--- config.mk ---
export PLATFORM = sky130hd
export DESIGN_NAME = plsr_top
export DESIGN_NICKNAME = d
export VERILOG_FILES = /design/src/rtl/plsr_pkg.sv /design/src/rtl/plsr_sync.sv /design/src/rtl/plsr_irq.sv /design/src/rtl/plsr_top.sv
export VERILOG_INCLUDE_DIRS = /design/src /design/src/rtl
export SDC_FILE = /design/constraint.sdc
export NUM_CORES = 1
export LEC_CHECK = 0
export BUFFER_PORTS_ARGS = -buffer_cell sky130_fd_sc_hd__buf_2
export CORE_UTILIZATION = 25
export DETAILED_ROUTE_END_ITERATION = 10
export PLACE_DENSITY = 0.55
export SLEW_MARGIN = 20
export SYNTH_ARGS = -nofsm -noshare
export SYNTH_HDL_FRONTEND = slang
export SYNTH_HIERARCHICAL = 1
export SYNTH_SLANG_ARGS = --single-unit
--- constraint.sdc ---
create_clock -name pclk -period 1.53 [get_ports pclk]
set_input_delay 0.2295 -clock pclk [delete_from_list [all_inputs] [get_ports pclk]]
set_output_delay 0.2295 -clock pclk [all_outputs]
set_load 0.02 [all_outputs]
--- src/rtl/plsr_consts.svh ---
// constants of the pll status readback block: offsets, fields, reset values
`ifndef PLSR_CONSTS_SVH
`define PLSR_CONSTS_SVH

// ==============================================================
// register indices (byte address is four times the index)
`define PLSR_IDX_REF_THRESH 8'h1a
`define PLSR_IDX_HOLD_CTRL 8'h1d
`define PLSR_IDX_STATUS 8'h1f
`define PLSR_IDX_IRQ_STATUS 8'h20
`define PLSR_IDX_IRQ_MASK 8'h21

// ==============================================================
// field positions
`define PLSR_BIT_THRESH_SEL 6
`define PLSR_BIT_READBACK_DIS 4
`define PLSR_BIT_HOLD_EN_B 2
`define PLSR_BIT_EXT_HOLD 1
`define PLSR_BIT_HOLD_EN_A 0
`define PLSR_HOLD_CTRL_MASK 8'h17
`define PLSR_REF_THRESH_MASK 8'h40

// ==============================================================
// reset values
`define PLSR_RST_REF_THRESH 8'h00
`define PLSR_RST_HOLD_CTRL 8'h00
`define PLSR_RST_IRQ_MASK 7'h00

// ==============================================================
// widths
`define PLSR_STATUS_W 7

`endif

--- src/rtl/plsr_pkg.sv ---
// types shared by the pll status readback block
package plsr_pkg;

	// ==============================================================
	// live status conditions, packed in register bit order 6..0
	typedef struct packed {
		logic vco_cal_done;
		logic holdover_active;
		logic secondary_selected;
		logic vco_above_thresh;
		logic secondary_above_thresh;
		logic primary_above_thresh;
		logic pll_locked;
	} plsr_status_t;

	// ==============================================================
	// holdover control towards the holdover controller
	typedef struct packed {
		logic auto_enable;
		logic ext_pin_enable;
	} plsr_hold_ctrl_t;

endpackage : plsr_pkg

--- src/rtl/plsr_sync.sv ---
// three-stage pin synchroniser; output moves once stages two and three agree
`timescale 1ns/100ps
module plsr_sync #(
	parameter int WIDTH = 7
) (
	// clock and reset
	input wire logic pclk,
	input wire logic presetn,
	// asynchronous input and filtered result
	input wire logic [WIDTH-1:0] async_in,
	output logic [WIDTH-1:0] sync_out
);

	logic [WIDTH-1:0] stage1;
	logic [WIDTH-1:0] stage2;
	logic [WIDTH-1:0] stage3;
	logic [WIDTH-1:0] next_sync_out;

	always_comb begin
		next_sync_out = sync_out;
		for (int i = 0; i < WIDTH; i++) begin
			if (stage2[i] == stage3[i]) begin
				next_sync_out[i] = stage3[i];
			end
		end
	end

	always_ff @(posedge pclk or negedge presetn) begin
		if (!presetn) begin
			stage1 <= '0;
			stage2 <= '0;
			stage3 <= '0;
			sync_out <= '0;
		end else begin
			stage1 <= async_in;
			stage2 <= stage1;
			stage3 <= stage2;
			sync_out <= next_sync_out;
		end
	end

endmodule : plsr_sync

--- src/rtl/plsr_irq.sv ---
// sticky event flags with write-one-to-clear, mask and one level interrupt
`timescale 1ns/100ps
module plsr_irq
	import plsr_pkg::*;
#(
	parameter int WIDTH = 7
) (
	// clock and reset
	input wire logic pclk,
	input wire logic presetn,
	// events and software access
	input wire logic [WIDTH-1:0] event_set,
	input wire logic [WIDTH-1:0] clear_ones,
	input wire logic mask_we,
	input wire logic [WIDTH-1:0] mask_wdata,
	// state
	output logic [WIDTH-1:0] flags,
	output logic [WIDTH-1:0] mask,
	output logic irq
);

	`include "plsr_consts.svh"

	logic [WIDTH-1:0] next_flags;
	logic [WIDTH-1:0] next_mask;

	always_comb begin
		// a set in the clearing cycle must survive
		next_flags = (flags & ~clear_ones) | event_set;
		next_mask = mask_we ? mask_wdata : mask;
	end

	always_ff @(posedge pclk or negedge presetn) begin
		if (!presetn) begin
			flags <= '0;
			mask <= WIDTH'(`PLSR_RST_IRQ_MASK);
		end else begin
			flags <= next_flags;
			mask <= next_mask;
		end
	end

	assign irq = |(flags & mask);

endmodule : plsr_irq

--- src/rtl/plsr_top.sv ---
// pll status readback register bank with holdover control, on an apb slave
`timescale 1ns/100ps
module plsr_top
	import plsr_pkg::*;
#(
	parameter int ADDR_W = 8
) (
	// apb clock and reset
	input wire logic pclk,
	input wire logic presetn,
	// apb slave
	input wire logic psel,
	input wire logic penable,
	input wire logic pwrite,
	input wire logic [ADDR_W-1:0] paddr,
	input wire logic [31:0] pwdata,
	output logic pready,
	output logic [31:0] prdata,
	output logic pslverr,
	// live conditions from the pll core
	input wire plsr_status_t pll_conditions,
	// controls to the pll core
	output plsr_hold_ctrl_t hold_ctrl,
	output logic thresh_select,
	// interrupt
	output logic irq
);

	`include "plsr_consts.svh"

	localparam int SW = `PLSR_STATUS_W;

	// ==============================================================
	// address decode
	function automatic logic [ADDR_W-1:0] reg_addr(input logic [7:0] idx);
		reg_addr = ADDR_W'({idx, 2'b00});
	endfunction : reg_addr

	function automatic logic hit(input logic [ADDR_W-1:0] a, input logic [7:0] idx);
		hit = (a == reg_addr(idx));
	endfunction : hit

	// ==============================================================
	// synchronised live status
	plsr_status_t status_live;
	logic [SW-1:0] status_bits;
	logic [SW-1:0] status_prev;
	logic [SW-1:0] next_status_prev;

	// the conditions come from other clocks in the pll core
	plsr_sync #(
		.WIDTH(SW)
	) u_sync (
		.pclk(pclk),
		.presetn(presetn),
		.async_in(pll_conditions),
		.sync_out(status_bits)
	);

	assign status_live = plsr_status_t'(status_bits);

	// ==============================================================
	// control registers
	logic [7:0] ref_thresh;
	logic [7:0] hold_cfg;
	logic [7:0] next_ref_thresh;
	logic [7:0] next_hold_cfg;
	logic [31:0] next_prdata;
	logic next_pslverr;
	logic wr_access;
	logic setup;
	logic mapped;
	logic [SW-1:0] irq_clear;
	logic irq_mask_we;
	logic [SW-1:0] irq_flags;
	logic [SW-1:0] irq_mask;
	logic [SW-1:0] status_view;

	// zero wait states: every access completes in its first access cycle
	assign pready = 1'b1;
	assign setup = psel && !penable;
	assign wr_access = psel && penable && pwrite;

	always_comb begin
		mapped = hit(paddr, `PLSR_IDX_REF_THRESH) || hit(paddr, `PLSR_IDX_HOLD_CTRL)
			|| hit(paddr, `PLSR_IDX_STATUS) || hit(paddr, `PLSR_IDX_IRQ_STATUS)
			|| hit(paddr, `PLSR_IDX_IRQ_MASK);
	end

	// status writes fall through with no effect
	always_comb begin
		next_ref_thresh = ref_thresh;
		next_hold_cfg = hold_cfg;
		irq_clear = '0;
		irq_mask_we = 1'b0;
		if (wr_access) begin
			if (hit(paddr, `PLSR_IDX_REF_THRESH)) begin
				next_ref_thresh = pwdata[7:0] & `PLSR_REF_THRESH_MASK;
			end
			if (hit(paddr, `PLSR_IDX_HOLD_CTRL)) begin
				next_hold_cfg = pwdata[7:0] & `PLSR_HOLD_CTRL_MASK;
			end
			if (hit(paddr, `PLSR_IDX_IRQ_STATUS)) begin
				irq_clear = pwdata[SW-1:0];
			end
			if (hit(paddr, `PLSR_IDX_IRQ_MASK)) begin
				irq_mask_we = 1'b1;
			end
		end
	end

	// ==============================================================
	// readback
	always_comb begin
		// disabled readback returns zero rather than stale state
		if (hold_cfg[`PLSR_BIT_READBACK_DIS]) begin
			status_view = '0;
		end else begin
			status_view = status_bits;
		end
	end

	always_comb begin
		next_prdata = prdata;
		next_pslverr = 1'b0;
		if (setup) begin
			next_prdata = '0;
			next_pslverr = !mapped;
			if (!pwrite) begin
				if (hit(paddr, `PLSR_IDX_REF_THRESH)) begin
					next_prdata = {24'h000000, ref_thresh};
				end else if (hit(paddr, `PLSR_IDX_HOLD_CTRL)) begin
					next_prdata = {24'h000000, hold_cfg};
				end else if (hit(paddr, `PLSR_IDX_STATUS)) begin
					next_prdata = {25'h0000000, status_view};
				end else if (hit(paddr, `PLSR_IDX_IRQ_STATUS)) begin
					next_prdata = {25'h0000000, irq_flags};
				end else if (hit(paddr, `PLSR_IDX_IRQ_MASK)) begin
					next_prdata = {25'h0000000, irq_mask};
				end
			end
		end else if (!psel) begin
			next_prdata = '0;
		end
	end

	always_ff @(posedge pclk or negedge presetn) begin
		if (!presetn) begin
			ref_thresh <= `PLSR_RST_REF_THRESH;
			hold_cfg <= `PLSR_RST_HOLD_CTRL;
			prdata <= '0;
			pslverr <= 1'b0;
		end else begin
			ref_thresh <= next_ref_thresh;
			hold_cfg <= next_hold_cfg;
			prdata <= next_prdata;
			pslverr <= next_pslverr;
		end
	end

	// ==============================================================
	// holdover control and threshold select
	logic hold_enabled;

	assign hold_enabled = hold_cfg[`PLSR_BIT_HOLD_EN_A] && hold_cfg[`PLSR_BIT_HOLD_EN_B];

	always_comb begin
		hold_ctrl.auto_enable = hold_enabled && !hold_cfg[`PLSR_BIT_EXT_HOLD];
		hold_ctrl.ext_pin_enable = hold_enabled && hold_cfg[`PLSR_BIT_EXT_HOLD];
	end

	// selects which reference threshold the monitor compares against
	assign thresh_select = ref_thresh[`PLSR_BIT_THRESH_SEL];

	// ==============================================================
	// change events: any edge of a status bit raises its flag
	always_comb begin
		next_status_prev = status_bits;
	end

	always_ff @(posedge pclk or negedge presetn) begin
		if (!presetn) begin
			status_prev <= '0;
		end else begin
			status_prev <= next_status_prev;
		end
	end

	plsr_irq #(
		.WIDTH(SW)
	) u_irq (
		.pclk(pclk),
		.presetn(presetn),
		.event_set(status_bits ^ status_prev),
		.clear_ones(irq_clear),
		.mask_we(irq_mask_we),
		.mask_wdata(pwdata[SW-1:0]),
		.flags(irq_flags),
		.mask(irq_mask),
		.irq(irq)
	);

endmodule : plsr_top

### Yosys cells after proc, flatten, opt, wreduce, memory -nomap -nowiden

Index checks and enable logic that the tools add are counted.

| word-level totals | value |
|---|---|
| latch bits | 0 |
| register bits | 87 |
| memories kept | 0 |
| bits in writable memories | 0 |
| output and inout bits | 38 |
| memory bits (read-only) | 0 |
| word-level logic and storage cells | 65 |

| operators by class | value |
|---|---|
| $add $sub $neg | 0 |
| shift-type cells | 0 |
| reduce and logical (&&, ||, !) cells | 16 |
| bitwise gates (word level) | 5 |
| magnitude comparators | 0 |
| multiply operators | 0 |
| equal/unequal tests | 13 |
| divide/modulo/power cells | 0 |
| mux-type cells | 14 |

Operators with widths:

| kind | count |
|---|---|
| 32-bit 2-to-1 mux | 3 |
| 7-bit 2-to-1 mux | 8 |
| 8-bit by 7-bit == test with 1-bit output, second input constant | 3 |
| 8-bit == test, second input constant | 2 |
| 7-bit bitwise AND | 2 |
| 1-bit == test | 7 |
| 7-bit inverter | 1 |
| 7-bit OR | 1 |
| 7-bit OR reduction | 1 |
| 7-bit bitwise XOR | 1 |
| 1-bit logical AND | 6 |
| 1-bit logical OR | 4 |
| 2-bit AND reduction | 2 |
| 1-bit zero test | 3 |
| 1-bit 2-to-1 mux | 3 |
| 2-bit by 1-bit inequality test with 1-bit output, second input constant | 1 |

### Longest topological paths before layout

Gate-level depths: netlist of run 1.

| logic depth | value |
|---|---|
| word-level depth | 8 |
| mapped depth | 7 |
| mapped depth without buffers | 6 |

### Hierarchy

The synthesis of run 1 kept the hierarchy.

Modules (own cells, without submodules):

| module | seq. area each (um^2) | times used | cells each | area each (um^2) |
|---|---|---|---|---|
| plsr_top | 500.5 | 1 | 144 | 1426.4 |
| plsr_sync | 700.7 | 1 | 35 | 779.5 |
| plsr_irq | 350.3 | 1 | 40 | 575.6 |

### Worst setup path after synthesis of run 1

Ideal clock, no wire load.

| timing path | value |
|---|---|
| path type | in2reg |
| start | in paddr[5] |
| end | reg u_irq.mask[0] |
| path slack | -277 ps |
| data arrival time | 1681 ps |
| buffers on the path | 2 |
| data required time | 1405 ps |
| stages | 6 |
| cell sequence | or4b_1 -> buf_2 -> nor2_2 -> and4_1 -> buf_6 -> mux2_4 |

| between the ends | value |
|---|---|
| word-level cells in the longest chain between the ends | 3 |

RTL lines:

| element | line | source |
|---|---|---|
| from (decl) | plsr_top.sv:15 | `input wire logic [ADDR_W-1:0] paddr,` |
| 8-bit == test | plsr_top.sv:40 | `hit = (a == reg_addr(idx));` |
| 1-bit 2-to-1 mux | plsr_top.sv:106 | `` if (hit(paddr, `PLSR_IDX_IRQ_MASK)) begin `` |
| 1-bit 2-to-1 mux | plsr_top.sv:96 | `if (wr_access) begin` |
| named net irq_mask_we | plsr_top.sv:74 | `logic irq_mask_we;` |
| to (signal assigned) | plsr_irq.sv:36 | `` mask <= WIDTH'(`PLSR_RST_IRQ_MASK); `` |
| to (signal assigned) | plsr_irq.sv:39 | `mask <= next_mask;` |
| to (decl) | plsr_irq.sv:18 | `output logic [WIDTH-1:0] mask,` |

The timed path passes the listed nets, and every way through them passes these cells.
A chain may end at the register's enable or synchronous reset.

### Final worst setup path of run 1

| timing path | value |
|---|---|
| start | reg u_irq.mask[4] |
| end | out irq |

| between the ends | value |
|---|---|
| word-level cells in the longest chain between the ends | 2 |

RTL lines:

| element | line | source |
|---|---|---|
| 7-bit bitwise AND | plsr_irq.sv:43 | `assign irq = \|(flags & mask);` |
| 7-bit OR reduction | plsr_irq.sv:43 |  |
| to (decl) | plsr_top.sv:26 | `output logic irq` |

Every way passes these cells.

==> results.cfg, run 1 <==
[synthesis]
synth.area.top_cells = dfrtp_1 56%, buf_4 7.0%, mux2_4 3.8%
synthCells = 219
synthTopCellsByCount = 62 x dfrtp_1, 26 x buf_4, 10 x o21ai_0, 9 x nand2_1
async_flop_share = 1.00
synthDistinctLibCells = 40
yosysTopAreaCell = dfrtp_1
ys_warn_count = 6
synth_top_cell_area_share = 0.558
ys.flop_type = dfrtp_1
synth-seq-cells = 62
synth_area_sq_um = 2780
synth.most_common_cell = dfrtp_1
synth_edf_count = 0
avgSynthCellArea_sq_um = 12.7
synth-seq-area-share = 0.558

[routing]
drc = 0
wirelength_um = 5750
drt_pre_antenna_iters = 4
viasPerCell = 4.11
ant_nets = 0
wire_per_inst_um = 13.1
first_iter_violations = 44
via_count = 1807

[clock_network]
clock_latency_ns = 0.33
h-tree-depth = 3
cts_buffers = 9
cts.clk_slew.worst_paths_ns = 0.07
cts_sinks = 62
tritoncts = yes
cts.path.max_buffers = 2
clock-root-buffer = clkbuf_8

[grt]
grt_max_degree = 63
antenna_found_initial = 0
track_usage = 0.112
grt_pass1_vias = 1788
overflow = 0
grt_pass1_wl_um = 9410

[timing]
fmax_ghz = 0.541
rsz0062_at_grt = true
fin_crit_sh = 1.21
setup_slack_ns = -0.319
period_needed_ns = 1.85
hold_viol = 0
clock_skew_ns = 0.00466
setup_viol = 1
slew_viol_final = 0

[placed_design]
gp_congestion = 0.832
dp_hpwl_um = 4250
dpl_worst_slack_ns = -0.297
io_buffer_count = 38

[setup_path]
cp.arrival_ns = 1.62
critPathCaptureType = output port
cp_num_cells = 3
r2r_cells = 4
start_kind = flop
max_stage_delay_ns = 0.50
worstSetupPathType = flop to output port
path_max_fanout = 2
worstPathRequired_ns = 1.30
crit_buf_inv = 1
crit_family = compound AO/OA/AOI/OAI gates
crit_chain = a222oi_1 > nand3_1 > buf_6
cpMaxStageDelayCell = a222oi_1

[min_path]
holdCritPathClass = primary input to flop
worstHoldPathCells = 2

[pwr]
p_leak_uw = 0.00160
pwr_density_cell_nw_per_um2 = 953
max-vdd-ir-drop_v = 0.000390

[outcome]
violations = negative setup slack
outcome = finished with violations

[finish]
nets = 347
final_util = 0.323
area_growth_pct = 25.9
n_antenna_cell = 0
layout-drive-gt1-share = 0.377

[job]
maxCapViolations = 0

[floorplanning]
row_count = 38
die_x_um = 107
initial_core_util = 0.257
core_area_sq_um = 10800
io_pins = 90
die_h_um = 107
die-area_sq_um = 11600
[registers in the layout, indices dropped and copies added, names as in the netlist]
register / cells
u_sync/stage1: 7
u_irq/mask: 7
ref_thresh: 1
u_sync/sync_out: 7
u_irq/flags: 7
pslverr: 1
hold_cfg: 4
u_sync/stage2: 7
status_prev: 7
prdata: 7
u_sync/stage3: 7
[cell families after synthesis]
| logic type | share of synthesized area |
|---|---|
| DFF | 0.558 |
| AOI/OAI and AO/OA | 0.108 |
| buffers and inverters | 0.0985 |
| and+or+nand+nor | 0.0981 |
| muxes | 0.0846 |
| adders and majority gates | 0.0283 |
| xor gates and xnor gates | 0.0220 |
| other | 0.00270 |
[routing by layer]
metal	vias to the layer above	wire length, um	GRT usage
li1	865	-	-
met1	869	2630	0.148
met5	-	0	0
met4	0	45	0.0323
met2	69	2630	0.163
met3	4	452	0.0496
[worst paths after layout]
| kind | startpoint | endpoint | slack, ns |
|---|---|---|---|
| worst min register to register | u_sync/stage1[2] | u_sync/stage2[2] | 0.35 |
| max in group asynchronous | presetn | u_irq/mask[3] | 0.84 |
| worst max-delay path | u_irq/mask[4] | irq | -0.32 |
| worst max register to register | u_irq/flags[5] | prdata[5] | 0.24 |
| min in group asynchronous | presetn | u_sync/stage1[1] | 0.43 |
| worst min-delay path | pwdata[5] | u_irq/mask[5] | 0.15 |
[cell usage in the layout, fill, tap and decap left out, types with 2 or more instances in the layout]
cell           count
mux2_4             7
nand3_1            2
mux2_2             8
xor2_1             7
a21o_1             7
clkinv_2           3
maj3_2             7
buf_12             2
dfrtp_1           62
a22o_1             4
clkbuf_1           2
o22ai_1            4
and2_1             8
o31a_1             4
a21boi_0           2
clkbuf_8          10
buf_4             27
nand2_1            9
dlygate4sd3_1      8
inv_1              7
conb_1            26
buf_2             37
nor2_1             4
o21ai_0           10
a22oi_1            6
nor4_4             3
mux2i_1            4
[cell type report]
class / instances / area [sq um]
multi-input cells: 140 / 1060
clock buffers: 12 / 145
repair buffers: 75 / 519
well taps: 140 / 175
clock inverters: 4 / 22.5
fillers: 1117 / 7340
flip-flops and latches: 62 / 1550
inverters: 7 / 26.3
[metrics by stage]
stage / setup TNS (ns) / area [sq um] / cells / hold WS (ns) / power, uW
after global placement: -4.54 / 3220 / 412 / 0.262 / 2110
after detailed placement: -4.81 / 3220 / 412 / 0.266 / 2120
after global routing: -0.366 / 3500 / 440 / 0.115 / 3520
after floorplan: -1.96 / 2890 / 243 / -0.0661 / 2020
after CTS: -0.307 / 3490 / 439 / 0.126 / 3400
final: -0.319 / 3500 / 440 / 0.147 / 3340
[repair_timing]
| item | 4_1_cts | 5_1_grt |
|---|---|---|
| pin swaps | 2 | 2 |
| setup buffers | 3 | 1 |
| resized for setup | 2 | 0 |
| cloned | 0 | 0 |
| hold buffers | 8 | 0 |
| endpoints found under the setup margin | 1 | 1 |
| endpoints found under the hold margin | 69 | 0 |
[where the power goes]
group	leakage [uW]	internal [uW]	switching [uW]
Sequential	0.000748	1710	49.9
Clock	0.0000861	624	606
Combinational	0.000770	147	198
Total	0.00160	2480	854
No activity file was read; power rests on OpenSTA's default activity.
==> run 2: changes to the inputs <==
--- a/config.mk
+++ b/config.mk
@@ -6,10 +6,10 @@
 export SDC_FILE = /design/constraint.sdc
 export NUM_CORES = 1
 export LEC_CHECK = 0
-export BUFFER_PORTS_ARGS = -buffer_cell sky130_fd_sc_hd__buf_2
 export CORE_UTILIZATION = 25
 export DETAILED_ROUTE_END_ITERATION = 10
-export PLACE_DENSITY = 0.55
+export DONT_BUFFER_PORTS = 1
+export PLACE_DENSITY = 0.48
 export SLEW_MARGIN = 20
 export SYNTH_ARGS = -nofsm -noshare
 export SYNTH_HDL_FRONTEND = slang
==> run 2 against run 1 <==
The run ends with negative hold slack, negative setup slack left. Flip-flop and latch count did not move. Register-to-register slack got worse by 0.05 ns. Via count is 9.4% lower. Global-route usage decreased by 0.17 points. First-iteration DRC count increased by 14%. Largest cell class unchanged.
==> results.cfg, run 2 (synthesis gave the netlist of run 1 again) <==
[outcome]
outcome = finished with violations
violations = negative hold slack, negative setup slack

[clock_network]
cts.clk_slew.worst_paths_ns = 0.07
clock-root-buffer = clkbuf_8
clock_latency_ns = 0.34
cts.path.max_buffers = 2
tritoncts = yes
cts_buffers = 9
h-tree-depth = 3
cts_sinks = 62
hold_buffers = 7

[finish]
fillers = 1125
final_cell_mix = 62 x dfrtp_1, 26 x conb_1, 13 x buf_4
n_antenna_cell = 0
area_growth_pct = 15.6
final_util = 0.297
fin_area_sq_um = 3220
layout-drive-gt1-share = 0.256
nets = 293
layoutNonFillerInstCount = 386
layout_commonest_cell = dfrtp_1

[floorplanning]
initial_core_util = 0.257
core_area_sq_um = 10800
row_count = 38
die_h_um = 107
die-area_sq_um = 11600
io_pins = 90
die_x_um = 107

[setup_path]
critPathCaptureType = output port
max_stage_delay_ns = 0.47
crit_chain = a222oi_1 > nand3_2
cp.arrival_ns = 1.47
r2r_start = u_irq/mask[5]
worstSetupPathType = flop to output port
start_kind = flop
path_max_fanout = 2
reg2reg_slack_ns = 0.19
worstReg2RegEnd = prdata[5]
r2r_cells = 4
cpMaxStageDelayCell = a222oi_1
worstPathRequired_ns = 1.30

[timing]
hold_viol = 62
fmax_ghz = 0.589
setup_slack_ns = -0.168
fin_crit_sh = 1.11
rsz0062_at_grt = true
period_needed_ns = 1.70
setup_viol = 1
slew_viol_final = 0
holdWs_ns = -0.428
clock_skew_ns = 0.00960

[routing]
wire_per_inst_um = 14.8
wirelength_um = 5720
ant_nets = 0
viasPerCell = 4.24
via_count = 1637
first_iter_violations = 50
drc = 0
drt_pre_antenna_iters = 4

[grt]
grt_pass1_vias = 1615
grt_pass1_wl_um = 9100
overflow = 0
track_usage = 0.110
use_met1 = 0.142
grt-busiest-layer = met2
met3_usage = 0.0521
use_met2 = 0.154
grt_max_degree = 63
antenna_found_initial = 0

[pwr]
p_leak_uw = 0.00137
max-vdd-ir-drop_v = 0.000426
pwr_density_cell_nw_per_um2 = 1080

[placed_design]
dp_cells = 361
dpl_worst_slack_ns = -0.183
post_dp_cell_area_sq_um = 2920
io_buffer_count = 0
dp_hpwl_um = 3980
gp_congestion = 0.757

[min_path]
holdCritPathClass = primary input to async pin

[job]
maxCapViolations = 0
==> run 2: cell count changes in the layout (fill, tap and decap cells not counted), sizes merged <==
cell | before | now
buf | 67 | 14
clkbuf | 12 | 10
clkinv | 3 | 1
clkinvlp | 1 | 3
bufinv | 0 | 1
dlygate4sd3 | 8 | 7
inv | 7 | 8
==> run 2: cell type report <==
type / instances / area (sq um) / share of cell area
flip-flops and latches: 62 / 1550 / 0.482
clock inverters: 6 / 70.1 / 0.0218
inverters: 7 / 26.3 / 0.00817
clock buffers: 10 / 138 / 0.0428
well taps: 140 / 175 / 0.0545
repair buffers: 21 / 188 / 0.0584
multi-input cells: 140 / 1070 / 0.332
==> run 2: timing repair <==
item,4_1_cts,5_1_grt
cloned,0,0
endpoints found under the hold margin,69,62
pin swaps,2,0
setup buffers,2,0
endpoints found under the setup margin,1,1
gates resized for setup,1,0
==> run 2: metrics by stage <==
stage	total power (uW)	setup TNS, ns
2_1_floorplan	2020	-1.96
6_report	3460	-0.168
5_1_grt	3610	-0.230
3_5_place_dp	2000	-2.11
3_3_place_gp	2000	-2.19
4_1_cts	3510	-0.199
==> run 2: worst max-delay path by stage <==
stage	startpoint	end	slack [ns]	cells past startpoint
floorplan	paddr[5]	u_irq/mask[0]	-0.21	6
global placement	paddr[5]	u_irq/mask[2]	-0.19	5
detailed placement	paddr[5]	u_irq/mask[5]	-0.18	5
CTS	u_irq/mask[5]	irq	-0.20	2
global route	u_irq/mask[5]	irq	-0.23	2
finish	u_irq/mask[5]	irq	-0.17	2
==> run 2: critical path, delay by kind of cell (launching register included) <==
| family | cells | cell delay, ns |
|---|---|---|
| AO/OA/AOI/OAI | 1 | 0.47 |
| flip-flops | 1 | 0.41 |
| AND/OR/NAND/NOR | 1 | 0.25 |
==> run 2: power by group <==
group          internal [uW]  leakage (uW)  switching, uW
combinational           94.1      0.000524            126
sequential              1710      0.000748           53.1
clock                    804     0.0000951            672
==> run 2: routing by layer <==
metal,vias up,share of wire
li1,754,-
met1,814,0.47
met2,63,0.42
met3,6,0.093
met4,0,0.012
met5,-,0
